--- src/ptpwm_pkg.sv ---
// Shared types and constants of the PI thermostat with PWM output
package ptpwm_pkg;

    // ------------------------------------------------------------
    // Widths
    // ------------------------------------------------------------
    // Temperatures are signed, in units of 0.1 K
    localparam int TEMP_W = 16;
    localparam int ERR_W = 17;
    // Proportional band in 0.1 K units
    localparam int BAND_W = 8;
    // Integral time in minutes
    localparam int ITIME_W = 9;
    // Pulse cycle period in sampling ticks (minutes)
    localparam int PERIOD_W = 8;
    localparam int CV_W = 7;
    localparam int ACC_W = 28;
    localparam int NUM_W = 40;
    localparam int DEN_W = 17;

    // ------------------------------------------------------------
    // Fixed numbers
    // ------------------------------------------------------------
    localparam logic [CV_W-1:0] CV_FULL = 7'h64;
    localparam logic signed [NUM_W-1:0] NUM_SCALE = 40'sh64;
    localparam logic [CV_W-1:0] CV_RESET = 7'h00;
    localparam logic [PERIOD_W-1:0] CNT_RESET = 8'h00;
    localparam logic signed [ACC_W-1:0] ACC_RESET = 28'sh0;
    localparam logic signed [TEMP_W-1:0] SP_RESET = 16'sh0;

    // ------------------------------------------------------------
    // Recommended commissioning sets (band in 0.1 K, time in min)
    // ------------------------------------------------------------
    localparam logic [BAND_W-1:0] REC_RADIATOR_BAND = 8'h32;
    localparam logic [ITIME_W-1:0] REC_RADIATOR_ITIME = 9'h096;
    localparam logic [BAND_W-1:0] REC_ELECTRIC_BAND = 8'h28;
    localparam logic [ITIME_W-1:0] REC_ELECTRIC_ITIME = 9'h064;
    localparam logic [BAND_W-1:0] REC_FANCOIL_BAND = 8'h28;
    localparam logic [ITIME_W-1:0] REC_FANCOIL_ITIME = 9'h05a;
    localparam logic [BAND_W-1:0] REC_FLOOR_BAND = 8'h32;
    localparam logic [ITIME_W-1:0] REC_FLOOR_ITIME = 9'h0f0;
    localparam logic [PERIOD_W-1:0] REC_PERIOD_MIN = 8'h0f;
    localparam logic [PERIOD_W-1:0] REC_PERIOD_MAX = 8'h14;
    localparam logic [PERIOD_W-1:0] REC_FAST_PERIOD_MIN = 8'h0a;
    localparam logic [PERIOD_W-1:0] REC_FAST_PERIOD_MAX = 8'h0f;

    // ------------------------------------------------------------
    // Types
    // ------------------------------------------------------------
    typedef enum logic [2:0] {
        SPM_SINGLE = 3'h0,
        SPM_REL_BUS = 3'h1,
        SPM_REL_AUTO = 3'h2,
        SPM_ABS_BUS = 3'h3,
        SPM_ABS_AUTO = 3'h4
    } ptpwm_spmode_t;

    typedef struct packed {
        logic pwm_mode;
        logic [BAND_W-1:0] proportional_band;
        logic [ITIME_W-1:0] integral_time;
        logic [PERIOD_W-1:0] cycle_period;
    } ptpwm_cfg_t;

    typedef struct packed {
        logic signed [TEMP_W-1:0] default_heat;
        logic signed [TEMP_W-1:0] default_cool;
        logic signed [TEMP_W-1:0] protect_heat;
        logic signed [TEMP_W-1:0] protect_cool;
    } ptpwm_setpoints_t;

    typedef struct packed {
        logic [1:0] enable;
        logic [1:0] normally_closed;
        logic [1:0] contact_closed;
    } ptpwm_window_t;

endpackage
--- src/ptpwm_core.sv ---
// PI room temperature controller with continuous and PWM outputs
`timescale 1ns/100ps

module ptpwm_core (
    input wire logic ref_clk_i,
    input wire logic rstn_i,
    input wire logic sample_tick_i,
    input wire ptpwm_pkg::ptpwm_cfg_t cfg_i,
    input wire ptpwm_pkg::ptpwm_spmode_t setpoint_mode_i,
    input wire ptpwm_pkg::ptpwm_setpoints_t presets_i,
    input wire ptpwm_pkg::ptpwm_window_t window_i,
    input wire logic season_datapoint_type_i,
    input wire logic setpoint_wr_i,
    input wire logic signed [ptpwm_pkg::TEMP_W-1:0] setpoint_i,
    input wire logic signed [ptpwm_pkg::TEMP_W-1:0] meas_temp_i,
    input wire logic nv_valid_i,
    input wire logic signed [ptpwm_pkg::TEMP_W-1:0] nv_setpoint_i,
    output logic nv_store_o,
    output logic signed [ptpwm_pkg::TEMP_W-1:0] nv_data_o,
    output logic [ptpwm_pkg::CV_W-1:0] control_pct_o,
    output logic pwm_out_o,
    output logic cycle_start_o,
    output logic window_open_o,
    output logic mode_supported_o,
    output logic signed [ptpwm_pkg::TEMP_W-1:0] active_setpoint_o
);
    import ptpwm_pkg::*;

    // ------------------------------------------------------------
    // Helpers
    // ------------------------------------------------------------
    function automatic logic [BAND_W-1:0] nz_band(input logic [BAND_W-1:0] v);
        nz_band = (v == '0) ? 8'h01 : v;
    endfunction

    function automatic logic [ITIME_W-1:0] nz_time(input logic [ITIME_W-1:0] v);
        nz_time = (v == '0) ? 9'h001 : v;
    endfunction

    function automatic logic [PERIOD_W-1:0] nz_period(input logic [PERIOD_W-1:0] v);
        nz_period = (v == '0) ? 8'h01 : v;
    endfunction

    typedef enum logic [2:0] {
        ST_IDLE = 3'b001,
        ST_DIV = 3'b010,
        ST_LOAD = 3'b100
    } ptpwm_state_t;

    ptpwm_state_t state_reg;
    logic signed [TEMP_W-1:0] sp_store_reg;
    logic sp_valid_reg;
    logic restore_done_reg;
    logic signed [ACC_W-1:0] acc_reg;
    logic [CV_W-1:0] cv_reg;
    logic [PERIOD_W-1:0] cnt_reg;
    logic calc_pend_reg;
    logic restart_pend_reg;
    logic restart_cur_reg;
    logic neg_num_reg;
    logic pwm_reg;
    logic cycle_start_reg;
    logic window_reg;
    logic supported_reg;
    logic signed [TEMP_W-1:0] active_sp_reg;
    logic nv_store_reg;
    logic signed [TEMP_W-1:0] nv_data_reg;

    logic [BAND_W-1:0] band_eff;
    logic [ITIME_W-1:0] itime_eff;
    logic [PERIOD_W-1:0] period_eff;
    logic window_open;
    logic sp_accept;
    logic signed [TEMP_W-1:0] sp_next;
    logic signed [ERR_W-1:0] err;
    logic signed [ACC_W-1:0] acc_lim;
    logic signed [ACC_W-1:0] acc_sum;
    logic signed [ACC_W-1:0] acc_next;
    logic signed [NUM_W-1:0] num;
    logic [DEN_W-1:0] den;
    logic div_start;
    logic div_done;
    logic [NUM_W-1:0] quo;
    logic cycle_wrap;
    logic [PERIOD_W+CV_W-1:0] on_limit;
    logic [PERIOD_W+CV_W-1:0] pos_scaled;

    assign band_eff = nz_band(cfg_i.proportional_band);
    assign itime_eff = nz_time(cfg_i.integral_time);
    assign period_eff = nz_period(cfg_i.cycle_period);

    // ------------------------------------------------------------
    // Window and setpoint selection
    // ------------------------------------------------------------
    // Normally closed contact: closed means open window
    assign window_open = |(window_i.enable &
        ~(window_i.contact_closed ^ window_i.normally_closed));

    // Only the bus object in single mode may change the setpoint, frozen while open
    assign sp_accept = setpoint_wr_i && (setpoint_mode_i == SPM_SINGLE)
        && !window_open;

    always_comb
    begin
        if (window_open)
        begin
            sp_next = season_datapoint_type_i ? presets_i.protect_heat
                : presets_i.protect_cool;
        end
        else if (sp_valid_reg)
        begin
            sp_next = sp_store_reg;
        end
        else
        begin
            sp_next = season_datapoint_type_i ? presets_i.default_heat
                : presets_i.default_cool;
        end
    end

    always_ff @(posedge ref_clk_i)
    begin
        if (!rstn_i)
        begin
            window_reg <= 1'b0;
            active_sp_reg <= SP_RESET;
            supported_reg <= 1'b0;
        end
        else
        begin
            window_reg <= window_open;
            active_sp_reg <= sp_next;
            supported_reg <= (setpoint_mode_i == SPM_SINGLE);
        end
    end

    // ------------------------------------------------------------
    // Stored setpoint and non-volatile copy
    // ------------------------------------------------------------
    always_ff @(posedge ref_clk_i)
    begin
        if (!rstn_i)
        begin
            sp_store_reg <= SP_RESET;
            sp_valid_reg <= 1'b0;
            restore_done_reg <= 1'b0;
            nv_store_reg <= 1'b0;
            nv_data_reg <= SP_RESET;
        end
        else
        begin
            restore_done_reg <= 1'b1;
            nv_store_reg <= sp_accept;
            if (sp_accept)
            begin
                sp_store_reg <= setpoint_i;
                sp_valid_reg <= 1'b1;
                nv_data_reg <= setpoint_i;
            end
            else if (!restore_done_reg && nv_valid_i)
            begin
                sp_store_reg <= nv_setpoint_i;
                sp_valid_reg <= 1'b1;
            end
        end
    end

    // ------------------------------------------------------------
    // Error and integral term
    // ------------------------------------------------------------
    // Next setpoint, so a restart just after a write already works on it
    assign err = season_datapoint_type_i
        ? (ERR_W'(sp_next) - ERR_W'(meas_temp_i))
        : (ERR_W'(meas_temp_i) - ERR_W'(sp_next));

    // Anti-windup: integral alone never exceeds full scale
    assign acc_lim = signed'(ACC_W'(band_eff) * ACC_W'(itime_eff));
    assign acc_sum = acc_reg + ACC_W'(err);

    always_comb
    begin
        if (acc_sum > acc_lim)
        begin
            acc_next = acc_lim;
        end
        else if (acc_sum < -acc_lim)
        begin
            acc_next = -acc_lim;
        end
        else
        begin
            acc_next = acc_sum;
        end
    end

    always_ff @(posedge ref_clk_i)
    begin
        if (!rstn_i)
        begin
            acc_reg <= ACC_RESET;
        end
        else if (sample_tick_i)
        begin
            acc_reg <= acc_next;
        end
    end

    // ------------------------------------------------------------
    // Control variable
    // ------------------------------------------------------------
    // cv = 100/band*err + 100/(band*itime)*acc, one shared division
    assign num = (NUM_W'(err) * NUM_W'(signed'({1'b0, itime_eff})) + NUM_W'(acc_reg))
        * NUM_SCALE;
    assign den = DEN_W'(band_eff) * DEN_W'(itime_eff);
    assign div_start = (state_reg == ST_IDLE) && (calc_pend_reg || restart_pend_reg);

    ptpwm_div u_div (
        .ref_clk_i(ref_clk_i),
        .rstn_i(rstn_i),
        .start_i(div_start),
        .num_i(num[NUM_W-1] ? '0 : num),
        .den_i(den),
        .done_o(div_done),
        .quo_o(quo)
    );

    always_ff @(posedge ref_clk_i)
    begin
        if (!rstn_i)
        begin
            state_reg <= ST_IDLE;
            neg_num_reg <= 1'b0;
            restart_cur_reg <= 1'b0;
        end
        else
        begin
            unique case (state_reg)
                ST_IDLE:
                begin
                    if (div_start)
                    begin
                        neg_num_reg <= num[NUM_W-1];
                        restart_cur_reg <= restart_pend_reg;
                        state_reg <= ST_DIV;
                    end
                end
                ST_DIV:
                begin
                    if (div_done)
                    begin
                        state_reg <= ST_LOAD;
                    end
                end
                ST_LOAD:
                begin
                    state_reg <= ST_IDLE;
                end
            endcase
        end
    end

    // Requests that arrive during a division are kept for the next one
    always_ff @(posedge ref_clk_i)
    begin
        if (!rstn_i)
        begin
            calc_pend_reg <= 1'b1;
            restart_pend_reg <= 1'b0;
        end
        else
        begin
            if (sample_tick_i)
            begin
                calc_pend_reg <= 1'b1;
            end
            else if (div_start)
            begin
                calc_pend_reg <= 1'b0;
            end
            if (sp_accept)
            begin
                restart_pend_reg <= 1'b1;
            end
            else if (div_start)
            begin
                restart_pend_reg <= 1'b0;
            end
        end
    end

    always_ff @(posedge ref_clk_i)
    begin
        if (!rstn_i)
        begin
            cv_reg <= CV_RESET;
        end
        else if (state_reg == ST_LOAD)
        begin
            if (neg_num_reg)
            begin
                cv_reg <= CV_RESET;
            end
            else if (quo > NUM_W'(CV_FULL))
            begin
                cv_reg <= CV_FULL;
            end
            else
            begin
                cv_reg <= quo[CV_W-1:0];
            end
        end
    end

    // ------------------------------------------------------------
    // Pulse cycle
    // ------------------------------------------------------------
    assign cycle_wrap = sample_tick_i && (cnt_reg >= period_eff - 8'h01);
    assign on_limit = (PERIOD_W+CV_W)'(cv_reg) * (PERIOD_W+CV_W)'(period_eff);
    assign pos_scaled = (PERIOD_W+CV_W)'(cnt_reg) * (PERIOD_W+CV_W)'(CV_FULL);

    always_ff @(posedge ref_clk_i)
    begin
        if (!rstn_i)
        begin
            cnt_reg <= CNT_RESET;
            cycle_start_reg <= 1'b0;
        end
        else if ((state_reg == ST_LOAD) && restart_cur_reg)
        begin
            cnt_reg <= CNT_RESET;
            cycle_start_reg <= 1'b1;
        end
        else if (cycle_wrap)
        begin
            cnt_reg <= CNT_RESET;
            cycle_start_reg <= 1'b1;
        end
        else
        begin
            if (sample_tick_i)
            begin
                cnt_reg <= cnt_reg + 8'h01;
            end
            cycle_start_reg <= 1'b0;
        end
    end

    always_ff @(posedge ref_clk_i)
    begin
        if (!rstn_i)
        begin
            pwm_reg <= 1'b0;
        end
        else
        begin
            pwm_reg <= cfg_i.pwm_mode && (pos_scaled < on_limit);
        end
    end

    // ------------------------------------------------------------
    // Outputs
    // ------------------------------------------------------------
    assign nv_store_o = nv_store_reg;
    assign nv_data_o = nv_data_reg;
    assign control_pct_o = cv_reg;
    assign pwm_out_o = pwm_reg;
    assign cycle_start_o = cycle_start_reg;
    assign window_open_o = window_reg;
    assign mode_supported_o = supported_reg;
    assign active_setpoint_o = active_sp_reg;

endmodule

--- src/ptpwm_div.sv ---
// Sequential unsigned restoring divider used for the control variable
`timescale 1ns/100ps
module ptpwm_div (
    input wire logic ref_clk_i,
    input wire logic rstn_i,
    input wire logic start_i,
    input wire logic [ptpwm_pkg::NUM_W-1:0] num_i,
    input wire logic [ptpwm_pkg::DEN_W-1:0] den_i,
    output logic done_o,
    output logic [ptpwm_pkg::NUM_W-1:0] quo_o
);
    import ptpwm_pkg::*;

    logic [NUM_W-1:0] quo_reg;
    logic [NUM_W-1:0] num_reg;
    logic [DEN_W:0] rem_reg;
    logic [DEN_W-1:0] den_reg;
    logic [5:0] cnt_reg;
    logic busy_reg;
    logic done_reg;
    logic [DEN_W:0] rem_shift;
    logic [DEN_W:0] rem_sub;

    assign rem_shift = {rem_reg[DEN_W-1:0], num_reg[NUM_W-1]};
    assign rem_sub = rem_shift - {1'b0, den_reg};

    always_ff @(posedge ref_clk_i)
    begin
        if (!rstn_i)
        begin
            busy_reg <= 1'b0;
            done_reg <= 1'b0;
            cnt_reg <= 6'h00;
            rem_reg <= '0;
            num_reg <= '0;
            den_reg <= '0;
            quo_reg <= '0;
        end
        else if (start_i)
        begin
            busy_reg <= 1'b1;
            done_reg <= 1'b0;
            cnt_reg <= 6'(NUM_W);
            rem_reg <= '0;
            num_reg <= num_i;
            den_reg <= den_i;
            quo_reg <= '0;
        end
        else if (busy_reg)
        begin
            num_reg <= {num_reg[NUM_W-2:0], 1'b0};
            if (!rem_sub[DEN_W])
            begin
                rem_reg <= rem_sub;
                quo_reg <= {quo_reg[NUM_W-2:0], 1'b1};
            end
            else
            begin
                rem_reg <= rem_shift;
                quo_reg <= {quo_reg[NUM_W-2:0], 1'b0};
            end
            cnt_reg <= cnt_reg - 6'h01;
            if (cnt_reg == 6'h01)
            begin
                busy_reg <= 1'b0;
                done_reg <= 1'b1;
            end
        end
        else
        begin
            done_reg <= 1'b0;
        end
    end

    assign done_o = done_reg;
    assign quo_o = quo_reg;

endmodule

--- config.mk ---
export PLATFORM = sky130hd
export DESIGN_NAME = ptpwm_core
export DESIGN_NICKNAME = d
export VERILOG_FILES = /design/src/ptpwm_pkg.sv /design/src/ptpwm_core.sv /design/src/ptpwm_div.sv
export SDC_FILE = /design/constraint.sdc
export NUM_CORES = 2
export LEC_CHECK = 0
export ABC_AREA = 1
export BUFFER_PORTS_ARGS = -buffer_cell sky130_fd_sc_hd__buf_2
export CORE_UTILIZATION = 50
export CTS_BUF_LIST = sky130_fd_sc_hd__clkbuf_8
export DETAILED_ROUTE_END_ITERATION = 6
export GPL_ROUTABILITY_DRIVEN = 0
export GPL_TIMING_DRIVEN = 0
export HOLD_SLACK_MARGIN = 0.08
export PLACE_DENSITY = 0.68
export SLEW_MARGIN = 10
export SYNTH_ARGS = -nofsm -noshare
export SYNTH_HDL_FRONTEND = slang
export SYNTH_SLANG_ARGS = --single-unit
--- constraint.sdc ---
create_clock -name ref_clk_i -period 15 [get_ports ref_clk_i]
set_input_delay 3 -clock ref_clk_i [delete_from_list [all_inputs] [get_ports ref_clk_i]]
set_output_delay 3 -clock ref_clk_i [all_outputs]
set_load 0.02 [all_outputs]
---- Word level (Yosys, flattened, before mapping) ----
Index checks and enable logic that the tools add are counted.
operators by class
  $add $sub $neg .......................... 9
  multiply operators ...................... 6
  order comparisons ....................... 5
  equality and inequality tests ........... 6
  muxes and demuxes ....................... 34
  bitwise operators ....................... 5
  reductions and logical operators ........ 24
operators with widths
  cell                   number
  $mux 16                6
  $mux 40                2
  $mux 28                2
  $gt 40x7->1 const B    1
  $mux 39                1
  $mul 29x6->35 const B  1
  $mul 8x9->17           2
  $mux 17                2
  $sub 16x16->17         2
  $add 27x28->29         1
  $add 28x17->28         1
  $gt 28x18->1           1
  $lt 28x28->1           1
  $neg 17->28            1
  $mul 17x10->27         1
  $sub 18x17->18         1
  $logic_not 8->1        2
  $mux 8                 2
  $lt 15x15->1           1
  $mul 7x8->15           1
  $mux 7                 2
  $mul 8x5->13 const B   1
  $mux 6                 2
  $mux 1                 11
  other kinds (26)       41
storage, ports and cells
  bits in registers ....................... 227
  input port bits ......................... 153
  output and inout bits ................... 44
  logic and storage cells ................. 115

---- Logic depth before layout (Yosys ltp) ----
  depth in word-level cells ............... 12
  gate-level depth with buffers ........... 60
  mapped depth without buffers ............ 57

---- Cells and area by module ----
A second synthesis with hierarchy kept.
unflattened totals
  cells, all modules ...................... 4253
  area, all modules ....................... 30855.8 um2
by module, submodules not included
  module      times used  cells an instance  area an instance (um2)  sequential area each (um2)
  ptpwm_core  1           3432               24817.6                 2102.0
  ptpwm_div   1           821                6038.3                  2442.3

---- Worst setup path after synthesis ----
OpenSTA, ideal clock, no wires.
  path type ............................... input to register
  from .................................... input season_datapoint_type_i
  to ...................................... register u_div.num_reg[26]
  library setup time ...................... 0.132 ns
  arrival time ............................ 13.246 ns
  required time ........................... 14.868 ns
  slack ................................... 1.622 ns
  stages on the path ...................... 53
  path buffers ............................ 4
  path through ............................ inv_2 clkbuf_1 clkbuf_1 clkbuf_1 nand2_1 a31oi_1 inv_1 o21ai_0 inv_1 fa_1 o21ai_0 nand2_1 nand3_1 o21ai_0 nand4_1 nand2_1 nand2_2 nand2_4 (+17 left out) o21ai_1 xor2_1 ha_1 xor2_1 xor2_1 ha_1 ha_1 nand2_1 inv_1 nand2_1 a21oi_1 a31oi_1 nand3_1 nand2_1 nand2_1 buf_2 nand3b_1 a21oi_1
between the ends
  cells in the longest elaborated chain, start to end .. 10
  elaborated cells between the ends (all ways) .. 12
  those cells by class .................... add/sub (3); mul (2); mux (7)
ends and longest elaborated chain
  item                                      RTL line                              source
  from (decl)                               ptpwm_core.sv:12                      input wire logic season_datapoint_type_i,
  $mux 16                                   ptpwm_core.sv:116                     sp_next = season_datapoint_type_i ? presets_i.default_heat
  $mux 16                                   ptpwm_core.sv:110                     else if (sp_valid_reg)
  $mux 16 (*)                               ptpwm_core.sv:105                     if (window_open)
  net sp_next[1]                            ptpwm_core.sv:74                      logic signed [TEMP_W-1:0] sp_next;
  $sub 16x16->17, on equally long branches  ptpwm_core.sv:174, ptpwm_core.sv:173
  $mux 17 (*)                               ptpwm_core.sv:173                     ? (ERR_W'(sp_next) - ERR_W'(meas_temp_i))
  $mul 17x10->27 (*)                        ptpwm_core.sv:212                     assign num = (NUM_W'(err) * NUM_W'(signed'({1'b0, itime_eff})) + NUM_W'(acc_reg))
  $add 27x28->29 (*)                        ptpwm_core.sv:212
  $mul 29x6->35 (*)                         ptpwm_core.sv:213                     * NUM_SCALE;
  $mux 39 (*)                               ptpwm_core.sv:221                     .num_i(num[NUM_W-1] ? '0 : num),
  $mux 40 (*)                               ptpwm_div.sv:39                       else if (start_i)
  to (signal assigned)                      ptpwm_div.sv:45                       num_reg <= num_i;
  to (signal assigned)                      ptpwm_div.sv:51                       num_reg <= {num_reg[NUM_W-2:0], 1'b0};
  to (decl)                                 ptpwm_div.sv:15                       logic [NUM_W-1:0] num_reg;
The timed path passes the listed nets; every way through them passes the cells marked *.
A chain may end at the register's enable or synchronous reset.

---- Worst setup path after layout ----
  from .................................... input season_datapoint_type_i
  to ...................................... register u_div.num_reg[28]
The elaborated chain is that of the path after synthesis.

==> impl_metrics.yaml <==
outcome:
  status: "finished, violations left"
  violations: "design-rule violations"
synthesis:
  ys_async_sr_fraction_pct: 0
  synth_top_cell_area_share_pct: 17.07
  syn_nets: 4998
  yosysTopAreaCell: "ha_1"
  syn-cell-area_um2: 29990
  synth_warnings: 0
  synth-seq-cells: 225
  ys_seq_area_share_pct: 15.02
  ys.flop_type: "dfxtp_1"
  synth_cell_types: 65
  synth.avg_cell_area_um2: 7.165
  synthTopCellsByArea: "ha_1 17%, fa_1 17%, dfxtp_1 15%, nand2_1 11%, inv_1 9.6%"
  netlist_instances: 4185
  synth_edf_count: 0
floorplanning:
  die_width_um: 246.9
  rows: 89
  initial_utilization_pct: 50.71
  die-height_um: 246.9
  fp.coreArea_um2: 59130
  die_area_um2: 60960
  ios: 197
sta:
  setup_ws_ns: 0.7022
  worst_pin_slew_ns: 0.9502
  finalSetupViolCount: 0
  slew_headroom_pct: 36.44
  fin_skew_ns: 0.03416
  hold_viol_final: 0
  period_minus_slack_ns: 14.30
  slew_violations: 0
  fmaxAchievable_ghz: 0.06994
  finalCritPeriodShare_pct: 95.32
drt:
  vias_per_cell: 5.335
  drtPass1Iterations: 7
  ant_nets: 0
  drc: 160
  vias: 27820
  drt-total-wl_um: 85980
  routedWlPerCell_um: 16.49
  drtIter0Drc: 1889
critical_path:
  cp-endpoint: "u_div.num_reg[28]"
  cp.arrival_ns: 14.84
  worstPathRequired_ns: 15.54
  worst-path-stages: 54
  reg2reg_depth: 52
  cp-end-kind: "flip-flop"
  reg2reg_to: "u_div.num_reg[28]"
  cp_slowest_cell: "fa_1"
  worst-path-max-fanout: 10
  critical_path_buf_inv_count: 12
  worstReg2RegStart: "sp_valid_reg"
  slowest_delay_ns: 0.58
  cp-startpoint: "season_datapoint_type_i"
  worst_path_dominant_cell_family: "adder cells"
  startpoint_type: "input port"
  crit_type: "in2reg"
  ff2ff_setup_slack_ns: 2.79
global_routing:
  grt_pass1_vias: 26980
  antenna_found_initial: 0
  grt-ovfl-total: 0
  grt_max_degree: 14
  grt.total_usage_pct: 28.77
  grt_pass1_wl_um: 139000
clock_tree:
  htree_levels: 2
  clk_latency_ns: 0.64
  cts.sink_count: 225
  cts_tree: "built"
  postCtsSetupBuffers: 0
  cts-root-buf: "clkbuf_8"
  numCtsBuffers: 43
  clk_pin_slew_worst_paths_ns: 0.06
  clockBufferDepth: 3
  cts_hold_buf: 0
placed_design:
  portBuffers: 177
  hpwl_um: 71080
  place_ws_ns: -1.165
cells_and_area:
  final_common_cell: "nand2_1"
  drive_gt1_share_pct: 8.333
  layout.nets: 5220
  layout_common_cells: "892 x nand2_1, 780 x inv_1, 409 x ha_1"
  syn_to_final_growth_pct: 9.592
  largest_reg_flops: 40
  n_fill_cell: 5827
run:
  timing.max_cap.violations: 0
min_path:
  worstHoldPathType: "reg2reg"
metrics by stage:
step / hold WS [ns] / TNS (ns) / cells / cell area, um^2 / util (%)
after floorplan: 0.4347 / 0 / 4185 / 29990 / -
after global placement: 0.4464 / -38.14 / 5135 / 31840 / 53.85
after detailed placement: 0.4493 / -37.07 / 5135 / 31840 / 53.85
after CTS: 0.4504 / 0 / 5213 / 32750 / 55.39
after global routing: 0.4866 / -0.002128 / 5213 / 32860 / 55.57
final: 0.4529 / 0 / 5214 / 32860 / 55.58
layout make-up:
type / instances / area, um^2 / area share, %
tap: 773 / 967.2 / 2.943
antenna: 1 / 2.502 / 0.007614
clock inverter: 28 / 209.0 / 0.6358
clock buffer: 50 / 688.2 / 2.094
inverter: 783 / 2943 / 8.955
buffer: 135 / 585.6 / 1.782
timing repair buffer: 177 / 885.9 / 2.696
multi-input combinational: 3042 / 22080 / 67.18
sequential: 225 / 4504 / 13.71
worst min-delay path, delay by kind of cell, from the launching register on:
family / cells / cell delay [ns]
simple gates: 2 / 0.12
flops: 1 / 0.31
worst min-delay path by stage:
stage                     start                to  slack [ns]  cells past startpoint
5_1_grt         u_div.quo_o[22]   u_div.quo_o[22]        0.49                      2
3_5_place_dp       nv_data_o[9]      nv_data_o[9]        0.45                      2
3_3_place_gp       nv_data_o[6]      nv_data_o[6]        0.45                      2
6_report           u_div.done_o      state_reg[2]        0.45                      2
2_1_floorplan  u_div.den_reg[0]  u_div.den_reg[0]        0.43                      2
4_1_cts            u_div.done_o      state_reg[2]        0.45                      2
logic make-up (layout without fill, tap and decap cells):
group	Yosys count	count (layout)	synth area share, %
adder cells (fa/ha/maj)	660	660	33.82
XOR/XNOR	165	165	5.028
AND/OR/NAND/NOR	1505	1505	21.00
AO/OA/AOI/OAI	711	711	13.42
other	0	1	0
flip-flops	225	225	15.02
multiplexers	1	1	0.03338
buffers and inverters	918	1173	11.68
timing repair:
item | in CTS | in global routing
setup endpoints to repair | 35 | 35
hold endpoints to repair | 0 | 0
pin swaps | 0 | 0
gates resized for setup | 6 | 48
layer usage:
layer | up-vias | wire (um) | global-route usage, %
li1 | 13750 | - | -
met1 | 12980 | 38220 | 37.75
met2 | 896 | 37660 | 46.10
met3 | 190 | 6513 | 5.340
met4 | 0 | 3584 | 12.36
met5 | - | 0 | 0
synthesized netlist by cell type (7+ instances only):
library cell / count
nand2_2: 8
buf_2: 7
ha_1: 409
xor2_1: 94
o21a_1: 11
a31oi_1: 27
or2_2: 16
dfxtp_1: 225
nor4_1: 10
nand3b_1: 24
nand4_1: 32
nand3_1: 130
a21oi_1: 297
o21bai_1: 8
inv_1: 770
buf_4: 9
xnor2_1: 65
o21ai_0: 215
o21ai_1: 9
clkbuf_1: 111
nor2_1: 325
inv_2: 8
nor3_1: 35
a21o_1: 25
o22ai_1: 29
nand2_1: 894
fa_1: 251
o211ai_1: 34
Power is left out: the tool's default activity adds up to more than one toggle a clock period on the data nets, which glitch-free logic cannot reach.
